$ cat src/design/eds_regs.vh
// Constants for the ECC DRAM bus sequencer.
`ifndef EDS_REGS_VH
`define EDS_REGS_VH
`define EDS_CLK_NS         5
`define EDS_SEQ_PERIOD_NS  100
`define EDS_SEQ_CYC        (`EDS_SEQ_PERIOD_NS / `EDS_CLK_NS)
`define EDS_LAG_NS         60
`define EDS_LAG_CYC        (`EDS_LAG_NS / `EDS_CLK_NS)
`define EDS_REF_PERIOD_NS  12500
`define EDS_REF_CYC        (`EDS_REF_PERIOD_NS / `EDS_CLK_NS)
`define EDS_ARB_NS         60
`define EDS_ARB_CYC        ((`EDS_ARB_NS + `EDS_CLK_NS - 1) / `EDS_CLK_NS)
`define EDS_TCNT_W         5
`define EDS_RCNT_W         12
`define EDS_LOC_W          16
`define EDS_BANK_W         4
`define EDS_NBANK          8
`define EDS_CHK_W          6
`define EDS_CMD_W          3
`define EDS_CMD_RD         3'h1
`define EDS_CMD_WR         3'h2
`define EDS_CHK_MODE_BIT   2
`endif

$ cat src/design/eds_timer.v
// Two-phase sequencing timer: primary and lagged 100 ns enables.
`default_nettype none
`include "eds_regs.vh"
module eds_timer (
  input  wire clock,            // System clock
  input  wire sys_rst,          // Async reset, active high
  output reg  seq_clk_primary,  // Primary phase pulse
  output reg  seq_clk_lagged    // Lagged phase pulse
);
  reg [`EDS_TCNT_W-1:0] cnt_q;
  always @(posedge clock or posedge sys_rst) begin
    if (sys_rst) begin
      cnt_q           <= {`EDS_TCNT_W{1'b0}};
      seq_clk_primary <= 1'b0;
      seq_clk_lagged  <= 1'b0;
    end else begin
      if (cnt_q == `EDS_SEQ_CYC - 1)
        cnt_q <= {`EDS_TCNT_W{1'b0}};
      else
        cnt_q <= cnt_q + 5'h01;
      seq_clk_primary <= (cnt_q == `EDS_SEQ_CYC - 1);
      seq_clk_lagged  <= (cnt_q == `EDS_LAG_CYC - 1);
    end
  end
endmodule // eds_timer
`default_nettype wire

$ cat src/design/eds_refresh.v
// Refresh timebase, request latch and refresh address counter.
`default_nettype none
`include "eds_regs.vh"
module eds_refresh (
  input  wire                   clock,                  // System clock
  input  wire                   sys_rst,                // Async reset
  input  wire                   power_normal,           // Power good level
  input  wire                   refresh_request_clear,  // End of refresh pulse
  input  wire                   refresh_count_clk,      // Counter advance pulse
  output reg                    refresh_timebase,       // Oscillator tick
  output reg                    refresh_req,            // Latched request
  output reg  [`EDS_LOC_W-1:0]  refresh_addr            // Refresh address
);
  reg [`EDS_RCNT_W-1:0] osc_q;
  always @(posedge clock or posedge sys_rst) begin
    if (sys_rst) begin
      osc_q            <= {`EDS_RCNT_W{1'b0}};
      refresh_timebase <= 1'b0;
      refresh_req      <= 1'b0;
      refresh_addr     <= {`EDS_LOC_W{1'b0}};
    end else begin
      if (osc_q == `EDS_REF_CYC - 1)
        osc_q <= {`EDS_RCNT_W{1'b0}};
      else
        osc_q <= osc_q + 12'h001;
      refresh_timebase <= (osc_q == `EDS_REF_CYC - 1);
      // latch only when power normal; set beats clear
      if (refresh_timebase && power_normal)
        refresh_req <= 1'b1;
      else if (refresh_request_clear)
        refresh_req <= 1'b0;
      if (refresh_count_clk)
        refresh_addr <= refresh_addr + 16'h0001;
    end
  end
endmodule // eds_refresh
`default_nettype wire

$ cat src/design/eds_sequencer.v
// Microsequenced ECC DRAM controller: arbitration, array timing, ECC and bus sync.
`default_nettype none
`include "eds_regs.vh"
module eds_sequencer (
  input  wire                   clock,                  // 200 MHz clock
  input  wire                   sys_rst,                // Async reset, active high
  input  wire                   master_sync,            // Bus master sync level
  input  wire                   bus_write,              // 1 = write cycle
  input  wire                   reg_select,             // Access targets register
  input  wire [1:0]             bus_byte_sel,           // Byte lanes of a write
  input  wire [`EDS_LOC_W-1:0]  bus_loc,                // Location within bank
  input  wire [`EDS_BANK_W-1:0] bus_bank,               // Bank number
  input  wire                   ecc_error,              // Error from correct unit
  input  wire                   ecc_uncorrectable,      // Error cannot be fixed
  input  wire                   correct_disable,        // Correction off
  input  wire                   check_mode,             // Diagnostic check mode
  input  wire [`EDS_CHK_W-1:0]  ecc_checkbits,          // Check bits from array
  input  wire                   power_normal,           // Power good
  output wire                   seq_clk_primary,        // Primary phase pulse
  output wire                   seq_clk_lagged,         // Lagged phase pulse
  output reg                    seq_busy,               // Sequencer running
  output reg                    next_addr_select,       // Microaddress MSB
  output reg  [`EDS_LOC_W-1:0]  array_addr,             // Array address
  output reg  [`EDS_NBANK-1:0]  row_strobe_sel,         // Per-bank row strobe
  output reg                    row_strobe_timing,      // Row strobe timing
  output reg                    row_col_switch_timing,  // Row to column switch
  output reg                    col_strobe_timing,      // Column strobe timing
  output reg                    write_strobe_timing,    // Write enable timing
  output reg                    branch_on_fault,        // Error branch select
  output reg                    ecc_input_latch_load,   // Load read latches
  output reg                    ecc_output_latch_enable, // Output latch enable
  output reg  [1:0]             ecc_out_byte_sel,       // Output byte enables
  output reg  [1:0]             byte_load_enable,       // Write byte loads
  output reg                    ecc_generate,           // Data stable, generate
  output reg                    checkbit_drive_enable,  // Drive check bits
  output reg                    ecc_bypass,             // Pass-through
  output reg                    ack_launch,             // Normal ack start
  output reg                    ack_direct_set,         // Ack after correction
  output reg                    slave_sync,             // Ack to bus master
  output reg                    reg_cmd_decode_strobe,  // Delayed decode strobe
  output reg  [`EDS_CMD_W-1:0]  reg_cmd_code,           // Register command
  output reg                    refresh_cycle_active,   // Refresh in progress
  output reg                    refresh_request_clear,  // Refresh end pulse
  output wire                   refresh_timebase,       // Refresh oscillator
  output reg  [`EDS_CHK_W-1:0]  diag_checkbits          // Check bits for register
);
  // ---------------------------------------------------------------
  // States
  // ---------------------------------------------------------------
  localparam [3:0] ST_IDLE = 4'h0, ST_ROW = 4'h1, ST_MUX = 4'h2, ST_COL = 4'h3,
                   ST_DATA = 4'h4, ST_FIX = 4'h5, ST_ACK = 4'h6, ST_REG = 4'h7,
                   ST_REGD = 4'h8, ST_WAIT = 4'h9, ST_RFEND = 4'ha;

  reg [3:0]             st_q;
  reg                   pend_q, sel_q, wr_q, reg_q, err_q;
  reg [`EDS_LOC_W-1:0]  loc_q;
  reg [`EDS_BANK_W-1:0] bank_q;
  reg [1:0]             bsel_q;
  reg [3:0]             arb_q;
  reg                   refresh_count_clk;
  wire                  refresh_req;
  wire [`EDS_LOC_W-1:0] refresh_addr;
  wire                  tick = seq_clk_primary;

  eds_timer u_timer (
    .clock           (clock),
    .sys_rst         (sys_rst),
    .seq_clk_primary (seq_clk_primary),
    .seq_clk_lagged  (seq_clk_lagged)
  );

  eds_refresh u_refresh (
    .clock                 (clock),
    .sys_rst               (sys_rst),
    .power_normal          (power_normal),
    .refresh_request_clear (refresh_request_clear),
    .refresh_count_clk     (refresh_count_clk),
    .refresh_timebase      (refresh_timebase),
    .refresh_req           (refresh_req),
    .refresh_addr          (refresh_addr)
  );

  // ---------------------------------------------------------------
  // Array address and bank decode
  // ---------------------------------------------------------------
  // select access or refresh address
  always @* begin
    if (refresh_cycle_active)
      array_addr = refresh_addr;
    else
      array_addr = loc_q;
  end

  // Refresh strobes every bank so the whole row is restored at once.
  genvar gb;
  generate
    for (gb = 0; gb < `EDS_NBANK; gb = gb + 1) begin : g_bank
      always @* begin
        row_strobe_sel[gb] = row_strobe_timing &
                             (refresh_cycle_active | (bank_q == gb));
      end
    end
  endgenerate

  // ---------------------------------------------------------------
  // Sequencer
  // ---------------------------------------------------------------
  always @(posedge clock or posedge sys_rst) begin
    if (sys_rst) begin
      st_q                    <= ST_IDLE;
      pend_q                  <= 1'b0;
      sel_q                   <= 1'b0;
      arb_q                   <= 4'h0;
      wr_q                    <= 1'b0;
      reg_q                   <= 1'b0;
      err_q                   <= 1'b0;
      loc_q                   <= {`EDS_LOC_W{1'b0}};
      bank_q                  <= {`EDS_BANK_W{1'b0}};
      bsel_q                  <= 2'h0;
      seq_busy                <= 1'b0;
      next_addr_select        <= 1'b0;
      row_strobe_timing       <= 1'b0;
      row_col_switch_timing   <= 1'b0;
      col_strobe_timing       <= 1'b0;
      write_strobe_timing     <= 1'b0;
      branch_on_fault         <= 1'b0;
      ecc_input_latch_load    <= 1'b0;
      ecc_output_latch_enable <= 1'b0;
      ecc_out_byte_sel        <= 2'h0;
      byte_load_enable        <= 2'h0;
      ecc_generate            <= 1'b0;
      checkbit_drive_enable   <= 1'b0;
      ecc_bypass              <= 1'b0;
      ack_launch              <= 1'b0;
      ack_direct_set          <= 1'b0;
      slave_sync              <= 1'b0;
      reg_cmd_decode_strobe   <= 1'b0;
      reg_cmd_code            <= 3'h0;
      refresh_cycle_active    <= 1'b0;
      refresh_request_clear   <= 1'b0;
      refresh_count_clk       <= 1'b0;
      diag_checkbits          <= {`EDS_CHK_W{1'b0}};
    end else begin
      refresh_request_clear <= 1'b0;
      refresh_count_clk     <= 1'b0;
      ack_launch            <= 1'b0;
      ack_direct_set        <= 1'b0;
      if (st_q == ST_IDLE && !pend_q && (master_sync || refresh_req)) begin
        pend_q <= 1'b1;
        sel_q  <= refresh_req;
        arb_q  <= 4'h0;
      end else if (pend_q && arb_q != `EDS_ARB_CYC)
        arb_q <= arb_q + 4'h1;
      // Slave sync stays up until the master drops its sync.
      if (!master_sync)
        slave_sync <= 1'b0;
      if (tick) begin
        case (st_q)
          ST_IDLE: begin
            if (pend_q && arb_q == `EDS_ARB_CYC) begin
              pend_q   <= 1'b0;
              seq_busy <= 1'b1;
              if (sel_q) begin
                refresh_cycle_active <= 1'b1;
                row_strobe_timing    <= 1'b1;
                st_q                 <= ST_ROW;
              end else if (master_sync) begin
                wr_q   <= bus_write;
                reg_q  <= reg_select;
                loc_q  <= bus_loc;
                bank_q <= bus_bank;
                bsel_q <= bus_byte_sel;
                if (reg_select) begin
                  reg_cmd_code <= bus_write ? `EDS_CMD_WR : `EDS_CMD_RD;
                  st_q         <= ST_REG;
                end else begin
                  row_strobe_timing <= 1'b1;
                  st_q              <= ST_ROW;
                end
              end else
                seq_busy <= 1'b0;
            end
          end
          ST_ROW: begin
            row_col_switch_timing <= 1'b1;
            st_q                  <= refresh_cycle_active ? ST_RFEND : ST_MUX;
            if (wr_q && !refresh_cycle_active) begin
              byte_load_enable <= bsel_q;
            end
          end
          ST_MUX: begin
            col_strobe_timing <= 1'b1;
            if (wr_q) begin
              ecc_generate <= 1'b1;
              st_q         <= ST_COL;
            end else begin
              ecc_input_latch_load <= 1'b1;
              st_q                 <= ST_DATA;
            end
          end
          ST_COL: begin
            checkbit_drive_enable <= 1'b1;
            write_strobe_timing   <= 1'b1;
            ack_launch <= 1'b1;
            slave_sync <= 1'b1;
            st_q       <= ST_WAIT;
          end
          ST_DATA: begin
            ecc_input_latch_load <= 1'b0;
            // keep check bits for diagnostic read
            if (check_mode)
              diag_checkbits <= ecc_checkbits;
            ecc_bypass <= correct_disable | ecc_uncorrectable;
            ecc_output_latch_enable <= 1'b1;
            ecc_out_byte_sel        <= 2'h3;
            branch_on_fault  <= 1'b1;
            next_addr_select <= ecc_error & ~correct_disable & ~ecc_uncorrectable;
            err_q            <= ecc_error & ~correct_disable & ~ecc_uncorrectable;
            st_q             <= ST_FIX;
          end
          ST_FIX: begin
            branch_on_fault <= 1'b0;
            if (err_q) begin
              ack_direct_set <= 1'b1;
              err_q          <= 1'b0;
              st_q           <= ST_ACK;
            end else begin
              ack_launch <= 1'b1;
              slave_sync <= 1'b1;
              st_q       <= ST_WAIT;
            end
          end
          ST_ACK: begin
            slave_sync <= 1'b1;
            st_q       <= ST_WAIT;
          end
          ST_REG: begin
            // The strobe trails the code by one sequencer period so the register sees stable inputs.
            reg_cmd_decode_strobe <= 1'b1;
            ecc_bypass <= 1'b1;
            if (wr_q)
              diag_checkbits <= {`EDS_CHK_W{1'b0}};
            st_q <= ST_REGD;
          end
          ST_REGD: begin
            reg_cmd_decode_strobe <= 1'b0;
            slave_sync            <= 1'b1;
            ack_launch            <= 1'b1;
            st_q                  <= ST_WAIT;
          end
          ST_RFEND: begin
            refresh_request_clear <= 1'b1;
            refresh_cycle_active  <= 1'b0;
            // The row strobe ends with the cycle, so a stale bank is never strobed.
            row_strobe_timing     <= 1'b0;
            row_col_switch_timing <= 1'b0;
            refresh_count_clk     <= 1'b1;
            st_q                  <= ST_WAIT;
          end
          ST_WAIT: begin
            row_strobe_timing       <= 1'b0;
            row_col_switch_timing   <= 1'b0;
            col_strobe_timing       <= 1'b0;
            write_strobe_timing     <= 1'b0;
            byte_load_enable        <= 2'h0;
            ecc_generate            <= 1'b0;
            checkbit_drive_enable   <= 1'b0;
            ecc_output_latch_enable <= 1'b0;
            ecc_out_byte_sel        <= 2'h0;
            next_addr_select        <= 1'b0;
            ecc_bypass              <= 1'b0;
            reg_cmd_code            <= 3'h0;
            // Waiting for the master to drop sync stops a held cycle being served twice.
            if (!master_sync || !slave_sync) begin
              seq_busy <= 1'b0;
              st_q     <= ST_IDLE;
            end
          end
          default: st_q <= ST_IDLE;
        endcase
      end
    end
  end
endmodule // eds_sequencer
`default_nettype wire

$ cat config.mk
export PLATFORM = sky130hd
export DESIGN_NAME = eds_sequencer
export DESIGN_NICKNAME = d
export VERILOG_FILES = /design/src/design/eds_timer.v /design/src/design/eds_refresh.v /design/src/design/eds_sequencer.v
export VERILOG_INCLUDE_DIRS = /design/src /design/src/design
export SDC_FILE = /design/constraint.sdc
export NUM_CORES = 1
export LEC_CHECK = 0
export ABC_AREA = 1
export BUFFER_PORTS_ARGS = -buffer_cell sky130_fd_sc_hd__clkbuf_2
export CORE_MARGIN = 2
export CORE_UTILIZATION = 62
export CTS_BUF_LIST = sky130_fd_sc_hd__clkbuf_4
export CTS_CLUSTER_DIAMETER = 60
export DETAILED_ROUTE_END_ITERATION = 7
export PLACE_DENSITY = 0.86
export SYNTH_ARGS = -nofsm -noshare
export SYNTH_HDL_FRONTEND = slang
export SYNTH_HIERARCHICAL = 1
export SYNTH_SLANG_ARGS = --single-unit
$ cat constraint.sdc
create_clock -name clock -period 5.5 [get_ports clock]
set_clock_uncertainty 0.15 [all_clocks]
set_input_delay 1.65 -clock clock [delete_from_list [all_inputs] [get_ports clock]]
set_output_delay 1.65 -clock clock [all_outputs]
set_load 0.05 [all_outputs]
==> results_dict.tcl <==
set metrics [dict create \
    antenna_violations_before_repair 0 \
    layout_commonest_cell "nand2_1" \
    cts_resized 0 \
    timing.hold.ws_ns 0.331 \
    die_footprint_mm2 0.00887 \
    synthesis.instances 626 \
    final-max-slew-violation-count 0 \
    max-clock-path-buffers 2 \
    worst_ep_required_ns 3.70 \
    synth_nets 669 \
    postCtsSetupRepairBufs 0 \
    grt_max_degree 47 \
    power.ir.vdd_worst_mv 0.162 \
    tightest_hold_check_type "reg2reg" \
    synth_area_per_cell_um2 8.05 \
    cts_buffers 9 \
    die_y_um 94.2 \
    wire_length_of_the_first_global_routing_pass_mm 18.1 \
    start_kind "flip-flop" \
    globalplace.congestion 0.918 \
    final.fill_count 629 \
    drt-initial-drc-count 192 \
    most-common-layout-cells "188 x nand2_1, 98 x dfrtp_1, 94 x clkbuf_2, 80 x inv_1, 56 x nor2_1" \
    holdBufCountCts 0 \
    yosysSeqAreaShare_pct 48.7 \
    crit_type "reg2out" \
    fmax_mhz 225 \
    outcome "finished clean" \
    drv_cap 0 \
    drc_errors 0 \
    setup-violations-final 0 \
    wl_per_cell_um 12.9 \
    post_synth_instance_area_mm2 0.00504 \
    finalSetupTns_ns 0 \
    numClockSinks 98 \
    floorplan.rows 32 \
    worstPathCellList "clkinv_1 > a21oi_1 > clkbuf_2" \
    area.growth.synth_to_final_pct 13.1 \
    powerDensity_mw_per_mm2 206 \
    final_nets 762 \
    global_route.usage.total_pct 25.8 \
    yosys.cell_types.count 37 \
    dieWidth_um 94.2 \
    rsz0062_at_grt "no" \
    final-hold-violation-count 0 \
    vias_in_the_first_global_route 4147 \
    avgViaCountPerCell 5.26 \
    cts.reportedPaths.clkPinSlew_ns 0.14 \
    crit_path_end_kind "primary output" \
    cp_slowest_stage_delay_ns 0.79 \
    port-buffer-count 94 \
    final_layout_size_suffix_gt1_share_pct 23.8 \
    worstMarginPinSlew_ns 1.12 \
    min_period_ns 4.45 \
    antenna_violating_nets_post_route 0 \
    timing.final.crit_share_pct 80.9 \
    timing.critical_path.slowest_stage_cell "clkinv_1" \
    postRouteWirelength_mm 10.7 \
    clock-root-buffer "clkbuf_4" \
    critical_path_arrival_ns 2.65 \
    worst_skew_pair.late_latency_ns 0.43 \
    clock_tree.htree_level_count 3 \
    io_pins 96 \
    worst_slew_margin_rel_pct 25.2 \
    hpwlAfterDp_mm 7.89 \
    dr.pass1.iters 5 \
    diodes 0 \
    yosys_warnings 6 \
    number_of_vias_in_the_routed_layout 4339 \
    floorplan.initialDensity_pct 64.6 \
    gr-total-overflow 0 \
    worst-path-max-fanout 26 \
    cts_tree "built" \
    synth_seq_cells 98 \
    power.leakage_nw 3.16 \
    floorplan.core_area_mm2 0.00781 \
]
==> worst paths after layout <==
kind,start,slack [ns],end,cells after the start
worst max-delay path,refresh_cycle_active,1.05,row_strobe_sel[3],3
worst min-delay path,u_timer/cnt_q[0],0.33,u_timer/cnt_q[0],1
worst max register to register,refresh_cycle_active,3.12,byte_load_enable[1],4
worst min register to register,u_timer/cnt_q[0],0.33,u_timer/cnt_q[0],1
max in group asynchronous,sys_rst,3.18,u_refresh/osc_q[11],2
min in group asynchronous,sys_rst,0.99,u_timer/cnt_q[3],2
==> layer usage <==
metal | share of wire, % | wire length (um) | GRT usage, % | vias to the layer above
met3 | 4.8 | 508 | 3.53 | 21
li1 | - | - | - | 2140
met2 | 49 | 5240 | 43.3 | 141
met1 | 44 | 4710 | 34.0 | 2037
met5 | 0 | 0 | 0 | -
met4 | 2.0 | 210 | 10.5 | 0
==> kinds of logic (layout without fill, tap and decap cells) <==
kind of cell | after synthesis | in the layout | synth area share (%)
AOI/OAI and AO/OA | 67 | 67 | 8.76
xor gates and xnor gates | 16 | 16 | 2.78
adders and majority gates | 5 | 5 | 1.24
buffers and inverters | 102 | 199 | 8.52
DFF | 98 | 98 | 48.7
muxes | 1 | 1 | 0.223
other | 1 | 1 | 0.0744
and+or+nand+nor | 336 | 336 | 29.7
==> Yosys cell counts (all sizes together) <==
library cell | instances | share of area [%]
conb | 1 | 0.074
o211ai | 1 | 0.15
a21oi | 15 | 1.5
xor2 | 11 | 1.9
and3 | 1 | 0.12
xnor2 | 5 | 0.87
inv | 87 | 6.5
o21a | 2 | 0.30
o22ai | 2 | 0.25
o21ai | 43 | 6.0
nand4 | 13 | 1.6
buf | 10 | 1.7
nand3b | 6 | 0.89
a31oi | 1 | 0.12
clkinv | 2 | 0.15
ha | 5 | 1.2
clkbuf | 3 | 0.22
or2 | 1 | 0.12
nand2 | 195 | 15
o22a | 1 | 0.17
dfrtp | 98 | 49
o21bai | 2 | 0.30
nand3 | 39 | 4.1
mux2 | 1 | 0.22
nor2 | 77 | 7.4
nor3 | 4 | 0.62
==> through the flow <==
stage	utilization (%)	area [um^2]	power [mW]	setup slack, ns	cells
after floorplan	-	5040	0.757	1.63	626
after global placement	71.1	5550	0.776	1.68	810
after detailed placement	71.1	5550	0.777	1.55	810
after CTS	73.0	5700	1.18	1.05	825
after global routing	73.0	5700	1.22	0.805	825
final	73.0	5700	1.17	1.05	825
==> worst max-delay path: cells and delay by family, from the launching register on <==
family / cells / cell delay, ns
compound gates: 1 / 0.36
buf+inv: 2 / 1.11
flops: 1 / 0.74
==> registers in the layout (all words and copies together), names as in the netlist, 4 cells and up <==
| name | flops |
|---|---|
| bank_q | 4 |
| st_q | 4 |
| u_timer/cnt_q | 5 |
| u_refresh/osc_q | 12 |
| loc_q | 16 |
| u_refresh/refresh_addr | 16 |
| diag_checkbits | 6 |
| arb_q | 4 |
==> final cells by class <==
class / instances / area, um^2 / area share [%]
clock buffers: 9 / 67.6 / 1.19
clock inverters: 6 / 82.6 / 1.45
inverters: 89 / 334 / 5.86
multi-input cells: 426 / 2160 / 37.9
flip-flops and latches: 98 / 2450 / 43.0
well taps: 102 / 128 / 2.24
repair buffers: 95 / 478 / 8.38
==> power breakdown <==
part	internal, mW	switching [mW]
Combinational	0.0138	0.0273
Sequential	0.721	0.0000000737
Clock	0.180	0.231
(Power assumes the default switching activity.)
